$ cat config.mk
export PLATFORM = sky130hd
export DESIGN_NAME = scf_core
export DESIGN_NICKNAME = d
export VERILOG_FILES = /design/src/inc/scf_pkg.sv /design/src/rtl/scf_core.sv
export SDC_FILE = /design/constraint.sdc
export NUM_CORES = 2
export LEC_CHECK = 0
export BUFFER_PORTS_ARGS = -buffer_cell sky130_fd_sc_hd__buf_2
export CAP_MARGIN = 20
export CELL_PAD_IN_SITES_DETAIL_PLACEMENT = 0
export CELL_PAD_IN_SITES_GLOBAL_PLACEMENT = 2
export CORE_MARGIN = 8
export CORE_UTILIZATION = 40
export DETAILED_ROUTE_END_ITERATION = 16
export GPL_TIMING_DRIVEN = 0
export PLACE_DENSITY = 0.89
export REMOVE_ABC_BUFFERS = 1
export SLEW_MARGIN = 40
export SYNTH_ARGS = -nofsm -noshare
export SYNTH_HDL_FRONTEND = slang
export SYNTH_SLANG_ARGS = --single-unit
export TNS_END_PERCENT = 20
$ cat constraint.sdc
create_clock -name core_clk -period 13.6 [get_ports core_clk]
set_input_delay 2.72 -clock core_clk [delete_from_list [all_inputs] [get_ports core_clk]]
set_output_delay 2.72 -clock core_clk [all_outputs]
set_load 0.01 [all_outputs]
$ cat src/inc/scf_pkg.sv
/*
 Constants of the sinc-cubed decimation filter and its conversion timing:
 register map, field positions, reset values and per-rate timing tables.
 Assumes a consumer that refers to every name as scf_pkg::name.
*/
// Behaviour
// - filter bit clear selects sinc-cubed path
// - three cycles settle; first two sinc-cubed results suppressed
// - sinc-cubed response from three integrators, three combs
// - decimation equals data period; nulls at rate
// - all timing counted in ADC clock ticks
// - start on trigger rising edge or command
// - programmable delay, default fourteen modulator periods
// - first result: delay, sampling, overhead; later periodic
// - later continuous results skip the delay
// - overhead time precedes every delivered result
// - suppressed results get no overhead time
// - first result timing from per-rate table
// - later results spaced one data period
// - same sequence for both filters; third delivered on sinc-cubed, first on the other
`default_nettype none
package scf_pkg;
   localparam int ADDR_W = 8;
   localparam int CNT_W = 19;
   localparam int ACC_W = 52;
   localparam int RATE_N = 14;
   localparam logic [7:0] REG_DATARATE = 8'h04;
   localparam logic [7:0] REG_DELAY = 8'h08;
   localparam logic [7:0] REG_STATUS = 8'h0C;
   localparam logic [7:0] REG_RESULT = 8'h10;
   localparam int DR_RATE_LSB = 0;
   localparam int DR_FILTER_BIT = 4;
   localparam int DR_SINGLE_BIT = 5;
   localparam logic [7:0] DATARATE_RST = 8'h0D;
   localparam logic [2:0] DELAY_RST = 3'h0;
   localparam logic [3:0] RATE_MAX = 4'hD;
   // divider start count; counts to MOD_LAST, so sixteen adc clock periods per modulator period
   localparam logic [3:0] MOD_DIV = 4'h0;
   localparam logic [3:0] MOD_LAST = 4'hF;
   localparam logic [CNT_W-1:0] DLY_BASE_MODS = 19'h0000E;
   localparam logic [1:0] SETTLE_LAST = 2'h2;
   // first-result time without delay, in modulator periods
   localparam logic [CNT_W-1:0] FIRST_MODS [RATE_N] = '{
      19'h4B041, 19'h25841, 19'h12C41, 19'h0B441, 19'h09641, 19'h03C41,
      19'h03239, 19'h01E41, 19'h00F41, 19'h007C1, 19'h00401, 19'h00328,
      19'h001A8, 19'h000E8};
   // nominal data period, in modulator periods
   localparam logic [CNT_W-1:0] PERIOD_MODS [RATE_N] = '{
      19'h19000, 19'h0C800, 19'h06400, 19'h03C00, 19'h03200, 19'h01400,
      19'h010A8, 19'h00A00, 19'h00500, 19'h00280, 19'h00140, 19'h00100,
      19'h00080, 19'h00040};
   // bits of growth per filter stage, rounded up
   localparam logic [5:0] GROW_BITS [RATE_N] = '{
      6'h11, 6'h10, 6'h0F, 6'h0E, 6'h0E, 6'h0D, 6'h0D, 6'h0C, 6'h0B,
      6'h0A, 6'h09, 6'h08, 6'h07, 6'h06};
   localparam logic [5:0] OUT_FRAC = 6'h0F;
   typedef enum logic [2:0] {
      SCF_IDLE = 3'b001,
      SCF_DELAY = 3'b010,
      SCF_SAMPLE = 3'b100
   } scf_state_e;
endpackage
`default_nettype wire

$ cat src/rtl/scf_core.sv
/*
 Sinc-cubed decimation filter with conversion sequencing, a register port
 and a two-entry result buffer.
 Assumes adcTick pulses once per ADC clock in the core_clk domain, startCmd
 pulses on the seventh falling serial clock edge of a start command, and
 modBitPin and trigPin are asynchronous pins.
*/
// Decided for this implementation: the plain strobed port and the placing of the registers.
`timescale 1ns/1ps
`default_nettype none
module scf_core #(
   parameter int RES_W = 16
) (
   input wire logic core_clk,
   input wire logic resetn,
   input wire logic clkEn,
   input wire logic adcTick,
   input wire logic modBitPin,
   input wire logic trigPin,
   input wire logic startCmd,
   input wire logic stopCmd,
   input wire logic [scf_pkg::ADDR_W-1:0] regAddr,
   input wire logic [31:0] regWdata,
   input wire logic regWr,
   input wire logic regRd,
   output logic [31:0] regRdata,
   output logic [RES_W-1:0] resData,
   output logic resValid,
   input wire logic resReady
);
   localparam int CW = scf_pkg::CNT_W;
   localparam int AW = scf_pkg::ACC_W;

   scf_pkg::scf_state_e state_q, state_d;
   logic modSync1_q, modSync2_q, trigSync1_q, trigSync2_q, trigPrev_q;
   logic [7:0] dataRate_q;
   logic [2:0] dlyCfg_q;
   logic [3:0] rateSel_q;
   logic sinc3_q, single_q;
   logic [3:0] divCnt_q;
   logic [CW-1:0] cnt_q, ovhCnt_q;
   logic [1:0] settle_q;
   logic ovhBusy_q;
   logic [1:0] decimNo_q;
   logic [CW-1:0] ovhAge_q;
   logic signed [AW-1:0] int1_q, int2_q, int3_q, dly1_q, dly2_q, dly3_q;
   logic signed [AW-1:0] ovhData_q;
   logic [RES_W-1:0] lastRes_q, skidData_q, resData_q;
   logic skidValid_q, resValid_q;
   logic [31:0] regRdata_q;

   wire stIdle = (state_q == scf_pkg::SCF_IDLE);
   wire stDelay = (state_q == scf_pkg::SCF_DELAY);
   wire stSample = (state_q == scf_pkg::SCF_SAMPLE);
   wire trigRise = trigSync2_q & ~trigPrev_q;
   wire startReq = trigRise | startCmd;
   wire filterBit = dataRate_q[scf_pkg::DR_FILTER_BIT];
   wire [3:0] rateField = dataRate_q[scf_pkg::DR_RATE_LSB +: 4];
   wire [3:0] rateNow = (rateField > scf_pkg::RATE_MAX) ?
      scf_pkg::RATE_MAX : rateField;
   wire [CW-1:0] periodMods = scf_pkg::PERIOD_MODS[rateSel_q];
   wire [CW-1:0] firstMods = scf_pkg::FIRST_MODS[rateSel_q];
   // overhead is what the first result needs beyond three data periods
   wire [CW-1:0] ovhMods = firstMods - CW'(3 * periodMods);
   wire [CW-1:0] dlyMods = scf_pkg::DLY_BASE_MODS << dlyCfg_q;
   wire [CW-1:0] cntTarget = stDelay ? dlyMods : periodMods;
   wire lastCnt = (cnt_q == cntTarget - CW'(1));
   wire inReady = ~skidValid_q;
   wire finish = ovhBusy_q & (ovhCnt_q == '0);
   wire push = finish & inReady;
   // a finished word with a full buffer freezes the conversion
   wire adv = clkEn & ~(finish & ~inReady);
   wire modTick = adcTick & ~stIdle &
      (divCnt_q == scf_pkg::MOD_LAST);
   wire decim = stSample & modTick & lastCnt;
   wire suppress = sinc3_q & (settle_q != scf_pkg::SETTLE_LAST);
   wire ovhLoad = decim & ~suppress;
   wire signed [AW-1:0] modSample = modSync2_q ? AW'(1) : -AW'(1);
   // comb taps the updated integrator so the third result is fully settled
   wire signed [AW-1:0] int3Next = int3_q + int2_q;
   wire signed [AW-1:0] comb1 = int3Next - dly1_q;
   wire signed [AW-1:0] comb2 = comb1 - dly2_q;
   wire signed [AW-1:0] comb3 = comb2 - dly3_q;
   wire [5:0] outShift = 6'(3 * scf_pkg::GROW_BITS[rateSel_q])
      - scf_pkg::OUT_FRAC;
   wire signed [AW-1:0] scaled = ovhData_q >>> outShift;
   wire [RES_W-1:0] resWord = scaled[RES_W-1:0];
   wire wrRate = regWr & (regAddr == scf_pkg::REG_DATARATE);
   wire wrDly = regWr & (regAddr == scf_pkg::REG_DELAY);
   wire [31:0] statusWord = {24'h0, ovhBusy_q, resValid_q, skidValid_q,
      settle_q, state_q};
   wire [31:0] rdMux =
      (regAddr == scf_pkg::REG_DATARATE) ? {24'h0, dataRate_q} :
      (regAddr == scf_pkg::REG_DELAY) ? {29'h0, dlyCfg_q} :
      (regAddr == scf_pkg::REG_STATUS) ? statusWord :
      (regAddr == scf_pkg::REG_RESULT) ? {{(32-RES_W){1'b0}}, lastRes_q} :
      32'h0;

   always_comb begin
      state_d = state_q;
      case (state_q)
         scf_pkg::SCF_IDLE: begin
            if (startReq) begin
               state_d = scf_pkg::SCF_DELAY;
            end
         end
         scf_pkg::SCF_DELAY: begin
            if (modTick && lastCnt) begin
               state_d = scf_pkg::SCF_SAMPLE;
            end
         end
         scf_pkg::SCF_SAMPLE: begin
            // continuous mode never goes back through the delay
            if (push && single_q) begin
               state_d = scf_pkg::SCF_IDLE;
            end
         end
         default: state_d = scf_pkg::SCF_IDLE;
      endcase
      if (stopCmd) begin
         state_d = scf_pkg::SCF_IDLE;
      end
   end

   always_ff @(posedge core_clk) begin
      if (!resetn) begin
         modSync1_q <= 1'b0;
         modSync2_q <= 1'b0;
         trigSync1_q <= 1'b0;
         trigSync2_q <= 1'b0;
         trigPrev_q <= 1'b0;
      end else if (clkEn) begin
         modSync1_q <= modBitPin;
         modSync2_q <= modSync1_q;
         trigSync1_q <= trigPin;
         trigSync2_q <= trigSync1_q;
         trigPrev_q <= trigSync2_q;
      end
   end

   always_ff @(posedge core_clk) begin
      if (!resetn) begin
         dataRate_q <= scf_pkg::DATARATE_RST;
         dlyCfg_q <= scf_pkg::DELAY_RST;
         regRdata_q <= 32'h0;
      end else if (clkEn) begin
         if (wrRate) begin
            dataRate_q <= regWdata[7:0];
         end
         if (wrDly) begin
            dlyCfg_q <= regWdata[2:0];
         end
         regRdata_q <= regRd ? rdMux : 32'h0;
      end
   end

   // sequencing: same start, delay and sampling for both filters; only sinc-cubed suppresses two results
   always_ff @(posedge core_clk) begin
      if (!resetn) begin
         state_q <= scf_pkg::SCF_IDLE;
         rateSel_q <= scf_pkg::RATE_MAX;
         sinc3_q <= 1'b1;
         single_q <= 1'b0;
         divCnt_q <= scf_pkg::MOD_DIV;
         cnt_q <= '0;
         settle_q <= 2'h0;
      end else if (adv) begin
         state_q <= state_d;
         if (stIdle) begin
            rateSel_q <= rateNow;
            sinc3_q <= ~filterBit;
            single_q <= dataRate_q[scf_pkg::DR_SINGLE_BIT];
            settle_q <= 2'h0;
            cnt_q <= '0;
            divCnt_q <= scf_pkg::MOD_DIV;
         end else begin
            if (adcTick) begin
               divCnt_q <= divCnt_q + 4'h1;
            end
            if (modTick) begin
               cnt_q <= lastCnt ? '0 : cnt_q + CW'(1);
            end
            if (decim && suppress) begin
               settle_q <= settle_q + 2'h1;
            end
         end
      end
   end

   always_ff @(posedge core_clk) begin
      if (!resetn || (adv && stIdle)) begin
         int1_q <= '0;
         int2_q <= '0;
         int3_q <= '0;
         dly1_q <= '0;
         dly2_q <= '0;
         dly3_q <= '0;
      end else if (adv && stSample && modTick) begin
         int1_q <= int1_q + modSample;
         int2_q <= int2_q + int1_q;
         int3_q <= int3_q + int2_q;
         if (lastCnt) begin
            dly1_q <= int3Next;
            dly2_q <= comb1;
            dly3_q <= comb2;
         end
      end
   end

   always_ff @(posedge core_clk) begin
      if (!resetn || (adv && stIdle)) begin
         ovhBusy_q <= 1'b0;
         ovhCnt_q <= '0;
         ovhData_q <= '0;
      end else if (clkEn) begin
         if (ovhLoad && adv) begin
            ovhBusy_q <= 1'b1;
            ovhCnt_q <= ovhMods;
            ovhData_q <= comb3;
         end else if (push) begin
            ovhBusy_q <= 1'b0;
         end else if (adv && modTick && ovhCnt_q != '0) begin
            ovhCnt_q <= ovhCnt_q - CW'(1);
         end
      end
   end

   always_ff @(posedge core_clk) begin
      if (!resetn) begin
         resValid_q <= 1'b0;
         resData_q <= '0;
         skidValid_q <= 1'b0;
         skidData_q <= '0;
         lastRes_q <= '0;
      end else if (clkEn) begin
         if (push) begin
            lastRes_q <= resWord;
         end
         if (resValid_q && resReady) begin
            resValid_q <= skidValid_q | push;
            resData_q <= skidValid_q ? skidData_q : resWord;
            skidValid_q <= 1'b0;
         end else if (push && !resValid_q) begin
            resValid_q <= 1'b1;
            resData_q <= resWord;
         end else if (push) begin
            skidValid_q <= 1'b1;
            skidData_q <= resWord;
         end
      end
   end

   // assertion helpers: decimations since start (held at two), modulator periods since overhead load
   always_ff @(posedge core_clk) begin
      if (!resetn || (adv && stIdle)) begin
         decimNo_q <= 2'h0;
      end else if (adv && decim && decimNo_q != scf_pkg::SETTLE_LAST) begin
         decimNo_q <= decimNo_q + 2'h1;
      end
   end

   always_ff @(posedge core_clk) begin
      if (!resetn || (adv && ovhLoad)) begin
         ovhAge_q <= '0;
      end else if (adv && modTick && ovhBusy_q) begin
         ovhAge_q <= ovhAge_q + CW'(1);
      end
   end

   assign regRdata = regRdata_q;
   assign resData = resData_q;
   assign resValid = resValid_q;
endmodule
`default_nettype wire

# ---- After elaboration in Yosys (flattened, before gate mapping)
# Memories as Yosys holds them, arrays and structs flattened.
# Cells that the tools add are included.
dict set report totals {
  word_cells 167
  mem_bits_ro 704
  n_memories 3
  ff_bits 516
  in_bits 51
  out_inout_bits 49
}
# name words width rd rd_clocked_by_memory_dff write_ports line
set memory_table {}
lappend memory_table {{(name not given)} 16 19 1 0 0 scf_core.sv:62} ;# wire [CW-1:0] firstMods = scf_pkg::FIRST_MODS[rateSel_q];
lappend memory_table {{(name not given)} 16 19 1 0 0 scf_core.sv:61} ;# wire [CW-1:0] periodMods = scf_pkg::PERIOD_MODS[rateSel_q];
lappend memory_table {{(name not given)} 16 6 1 0 0 scf_core.sv:84} ;# wire [5:0] outShift = 6'(3 * scf_pkg::GROW_BITS[rateSel_q])
dict set report op_classes {
  add_sub_neg 13
  mux 39
  n_reduce_logical 38
  eq_ne 15
  order_cmp 2
  mul 2
  bitwise_logic 24
  n_shift 2
}
# operator count
set ops {}
lappend ops {{two-way mux 19 bit} 11}
lappend ops {{adder 52 bit} 3}
lappend ops {{subtractor 52 bit} 3}
lappend ops {{two-way mux 16 bit} 8}
lappend ops {{two-way mux 52 bit} 1}
lappend ops {{>>> shifter 52 x 6 -> 16 bit} 1}
lappend ops {{subtractor 19 x 1 -> 19 bit (second input constant)} 2}
lappend ops {{AND reduction 2 bit} 11}
lappend ops {{adder 19 x 1 -> 19 bit (second input constant)} 1}
lappend ops {{== test 19 bit} 1}
lappend ops {{logical NOT 19 bit} 1}
lappend ops {{multiplier 2 x 19 -> 19 bit (first input constant)} 1}
lappend ops {{nonzero test 19 bit} 1}
lappend ops {{left shift 4 x 3 -> 19 bit (first input constant)} 1}
lappend ops {{subtractor 19 bit} 1}
lappend ops {{== test 8 x 4 -> 1 bit (second input constant)} 2}
lappend ops {{nonzero test 2 bit} 7}
lappend ops {{bitwise AND 1 bit} 13}
lappend ops {{two-way mux 3 bit} 4}
lappend ops {{two-way mux 4 bit} 3}
lappend ops {{two-way mux 6 bit} 2}
lappend ops {{logical AND 1 bit} 11}
lappend ops {{!= test 3 x 2 -> 1 bit (second input constant)} 3}
lappend ops {{one-hot mux 3 bit (3 select lines)} 1}
lappend ops {{23 further kinds} 42}

# ---- Logic depth before layout (Yosys ltp)
dict set report depth {
  ltp_word 12
  ltp_mapped 45
  mapped_depth_nobuf 43
}

# ---- Worst setup path after synthesis
# OpenSTA, ideal clock, no wires.
dict set report synth_timing {
  path_type {register to register}
  start {register int2_q[0]}
  end {register ovhData_q[51]}
  required_time_ns 13.463
  setup_time_ns 0.137
  setup_slack_ns 5.060
  t_arrival_ns 8.403
  path_stages_with_launch 43
  n_path_buf 1
  synth_period_minus_slack_ns 8.540
  cell_sequence {dfxtp_1 ha_1 inv_1 fa_1 nor2b_1 o31a_1 o21ai_0 o21ai_0 a21oi_1 o21bai_1 a21oi_1 xnor2_1 ha_1 nand3_1 o22ai_1 o21a_1 a211o_1 a41oi_1 [... 7 more ...] and3_1 o41a_1 or3_1 o21a_1 a21o_1 a31oi_1 xnor2_1 ha_1 and3_1 a221o_1 a21oi_1 o2bb2ai_1 a31o_2 mux2_2 o211ai_1 nor2b_1 a2111oi_0 o31ai_1}
}
dict set report synth_between {
  elab_chain_cells 4
}
# element line
set synth_lines {}
lappend synth_lines {{start, declared} scf_core.sv:46} ;# logic signed [AW-1:0] int1_q, int2_q, int3_q, dly1_q, dly2_q, dly3_q;
lappend synth_lines {{start signal, assigned} scf_core.sv:200} ;# int2_q <= int2_q + int1_q;
lappend synth_lines {{adder 52 bit} scf_core.sv:80} ;# wire signed [AW-1:0] int3Next = int3_q + int2_q;
lappend synth_lines {{via int3Next[14]} scf_core.sv:80}
lappend synth_lines {{subtractor 52 bit} scf_core.sv:81} ;# wire signed [AW-1:0] comb1 = int3Next - dly1_q;
lappend synth_lines {{via comb1[28]} scf_core.sv:81}
lappend synth_lines {{subtractor 52 bit} scf_core.sv:82} ;# wire signed [AW-1:0] comb2 = comb1 - dly2_q;
lappend synth_lines {{via comb2[43]} scf_core.sv:82}
lappend synth_lines {{subtractor 52 bit} scf_core.sv:83} ;# wire signed [AW-1:0] comb3 = comb2 - dly3_q;
lappend synth_lines {{end signal, assigned} scf_core.sv:219} ;# ovhData_q <= comb3;
lappend synth_lines {{end, declared} scf_core.sv:47} ;# logic signed [AW-1:0] ovhData_q;
# The timed path passes the listed nets, and every way through them passes these cells.
# A chain may end at the register's enable or synchronous reset.

# ---- Worst setup path after layout
# Ends and elaborated chain as after synthesis.

==> out/summary.txt <==
Die X-Extent = 333.8 µm
Post-Syn Area = 40410 µm²
Syn Area/Cell = 7.504 µm²
Worst hold start = dly2_q[23]
CTS root buf = clkbuf_16
Port Buf Inserts = 59
Fin. Hold Viols = 0
Filler instances = 10290
Switching Share = 0.2257
Sequential power share = 0.429
Die footprint = 111400 µm²
Post-CTS sizing = 0
Leak = 18.53 nW
TritonCTS buffer count = 66
Register area share after synthesis = 0.2477
Gpl congestion = 0.8767
Seq cells post-synth = 500
Top FF cell, synth = dfxtp_1
Clk_lat worst skew = 620 ps
Vias in the first global route = 34780
CP max stage cell = a2111oi_2
CTS Hold Buffers Added = 0
Core area = 100100 µm²
Final Util = 0.4441
Peak Freq = 100.3 MHz
Post-layout min period = 9975 ps
Global route overflow = 0
CTS Buffer Depth = 3
Min-delay worst type = reg2reg
Number of max-cap violations = 0
Arr. time, crit path = 10440 ps
Initial antenna violation count = 1
Storage element area = 10010 µm²
Dpl cell area = 42160 µm²
Number of synthesized flops with an enable pin = 0
Starting DRC count in detailed routing = 1848
Part of the power in the clock network = 0.537
Via Count = 36370
Drt drc = 0
Multi-input gate area = 28350 µm²
R2r startpoint = int2_q[0]
Post-CTS Repair Setup Buffers = 0
Pint = 2.647 mW
Die span in y = 333.8 µm
RSZ-0062 raised after global routing = false
Crit. End Element = flip-flop
Status = completed
Router iterations before antenna repair = 6
CP max FO = 8
I/O pin count = 100
Design area = 44480 µm²
NetSw = 0.7715 mW
Worst setup startpoint = int2_q[0]
Slew at the pin closest to its max-slew limit = 864.5 ps
Ys async rst share = 0
FP Rows = 116
Final antenna-violating net count = 0
CP Launch Type = flip-flop
Power Density = 76.87 nW/µm²
Inserted Diodes = 0
Fin crit share = 0.7335
Slew margin rel. = 0.4175
Overall routing resource usage = 0.1855
CTS tree = built
Pins Over Slew Limit = 0
Fin nets = 5698
Largest net degree at the start of global routing = 65
Yosys warns = 0
Reg2reg setup slack = 3620 ps
First-pass GRT wire length = 177.8 mm
TritonCTS Sinks = 500
Layout cells sized above 1 = 0.07166
P&R area growth vs syn = 10.08%
Cells after synthesis = 5385
Routed WL per cell = 16.21 µm
Setup Skew = 22.00 ps
Data required, critical path = 14070 ps
Final wirelength = 107.7 mm
Via density = 5.475
Slowest stage delay, CP = 620 ps
DPL Wire Length = 81.53 mm
H-tree depth = 3
Clock transition at path regs = 50 ps
Worst Setup Path Type = reg2reg
Final Setup Violations = 0
Yosys cell types = 93
Peak supply drop = 64.29 µV
Initial Util = 0.4035
Comb pwr share = 0.034
## sequential cells by signal (all words and copies together) (netlist names), 8 cells and up
signal / cells
ovhCnt_q: 19
lastRes_q: 16
dly1_q: 52
dataRate_q: 8
int3_q: 52
regRdata: 16
ovhData_q: 52
resData: 16
cnt_q: 19
int1_q: 52
skidData_q: 16
dly3_q: 52
dly2_q: 52
int2_q: 52
## worst paths after layout
check | endpoint | cells past startpoint
setup reg to reg | ovhData_q[51] | 40
setup / recovery | ovhData_q[51] | 40
hold / removal | dly2_q[23] | 2
hold reg to reg | dly2_q[23] | 2
## area by class of cell
| class | count | share of cell area |
|---|---|---|
| clock buffers | 101 | 0.04675 |
| clock inverters | 18 | 0.005148 |
| inverters | 280 | 0.02374 |
| multi-input cells | 4324 | 0.6374 |
| flip-flops and latches | 500 | 0.2251 |
| well taps | 1298 | 0.03651 |
| repair buffers | 122 | 0.02537 |
## Yosys cell counts (54+ instances only)
| library cell | count | area [µm²] |
|---|---|---|
| a211oi_1 | 75 | 563.0 |
| a21o_1 | 193 | 1449 |
| a21oi_1 | 672 | 3363 |
| a31oi_1 | 62 | 387.9 |
| and3_1 | 59 | 369.1 |
| clkbuf_1 | 217 | 814.5 |
| dfxtp_1 | 500 | 10010 |
| ha_1 | 336 | 4204 |
| inv_1 | 279 | 1047 |
| mux2i_1 | 88 | 880.8 |
| mux4_2 | 58 | 1306 |
| nand2_1 | 876 | 3288 |
| nand3_1 | 105 | 525.5 |
| nand4_1 | 62 | 387.9 |
| nor2_1 | 373 | 1400 |
| nor3_1 | 95 | 475.5 |
| o21a_1 | 54 | 405.4 |
| o21ai_0 | 273 | 1366 |
| o21bai_1 | 60 | 450.4 |
| xnor2_1 | 188 | 1647 |
| xor2_1 | 116 | 1016 |
## power groups by stage
stage	Sequential, mW	Combinational [mW]	Clock, mW
finish	1.47	0.116	1.83
global route	1.47	0.128	1.95
CTS	1.47	0.117	1.89
detailed placement	1.50	0.116	0
global placement	1.50	0.106	0
floorplan	1.50	0.0680	0
## cell families after synthesis
group,synth area share
AOI/OAI and AO/OA,0.2556
xor gates and xnor gates,0.06589
adders and majority gates,0.1125
buffers and inverters,0.05697
DFF,0.2477
muxes,0.05886
other,0.00009280
and+or+nand+nor,0.2024
## placed cells by master, fill, tap and decap left out, types with 16 or more instances in the layout
cell type and n:
nand2b_1 39, mux4_2 58, clkbuf_16 71, buf_12 22, mux2i_1 88, nor2_1 371, a21oi_1 671, mux2_2 17
nor3_1 90, nor4_1 16, ha_1 335, o21bai_1 60, buf_2 61, conb_1 16, fa_1 16, nand4_1 62
buf_4 24, o21ai_0 273, o22ai_1 17, xor2_1 116, xnor2_1 186, a211oi_1 75, o211ai_1 42, o31ai_1 24
o21a_1 54, a21o_1 193, clkbuf_8 19, or3_1 31, nand2_1 872, and3_1 58, nand3_1 103, and2_1 34
a211o_1 23, a31oi_1 62, inv_1 278, nor2b_1 39, dfxtp_1 498
## per-stage QoR
stage	std cells	setup WS [ps]	total power, mW	hold slack, ps	TNS (ps)
floorplan	5104	367.8	1.567	431.9	0
global placement	6461	-8071	1.605	437.7	-1180290
detailed placement	6524	3656	1.616	443.1	0
CTS	6643	3607	3.478	450.4	0
global route	6643	2771	3.543	461.0	0
finish	6643	3625	3.419	447.3	0
## routing by layer
layer	vias to the layer above	routed length, µm	track usage
met3	165	3037	0.02458
met1	16660	51360	0.2382
li1	19040	-	-
met4	0	2832	0.05454
met5	-	0	0
met2	499	50440	0.3233
## critical path: cells and delay by family, from the launching register on
kind / cells / cell delay [ps]
AO/OA/AOI/OAI: 22 / 5040
XOR/XNOR: 3 / 690
adder cells (fa/ha/maj): 5 / 1690
buffers and inverters: 1 / 60
flip-flops: 1 / 390
multiplexers: 1 / 270
AND/OR/NAND/NOR: 8 / 1700
(Power assumes the default switching activity.)
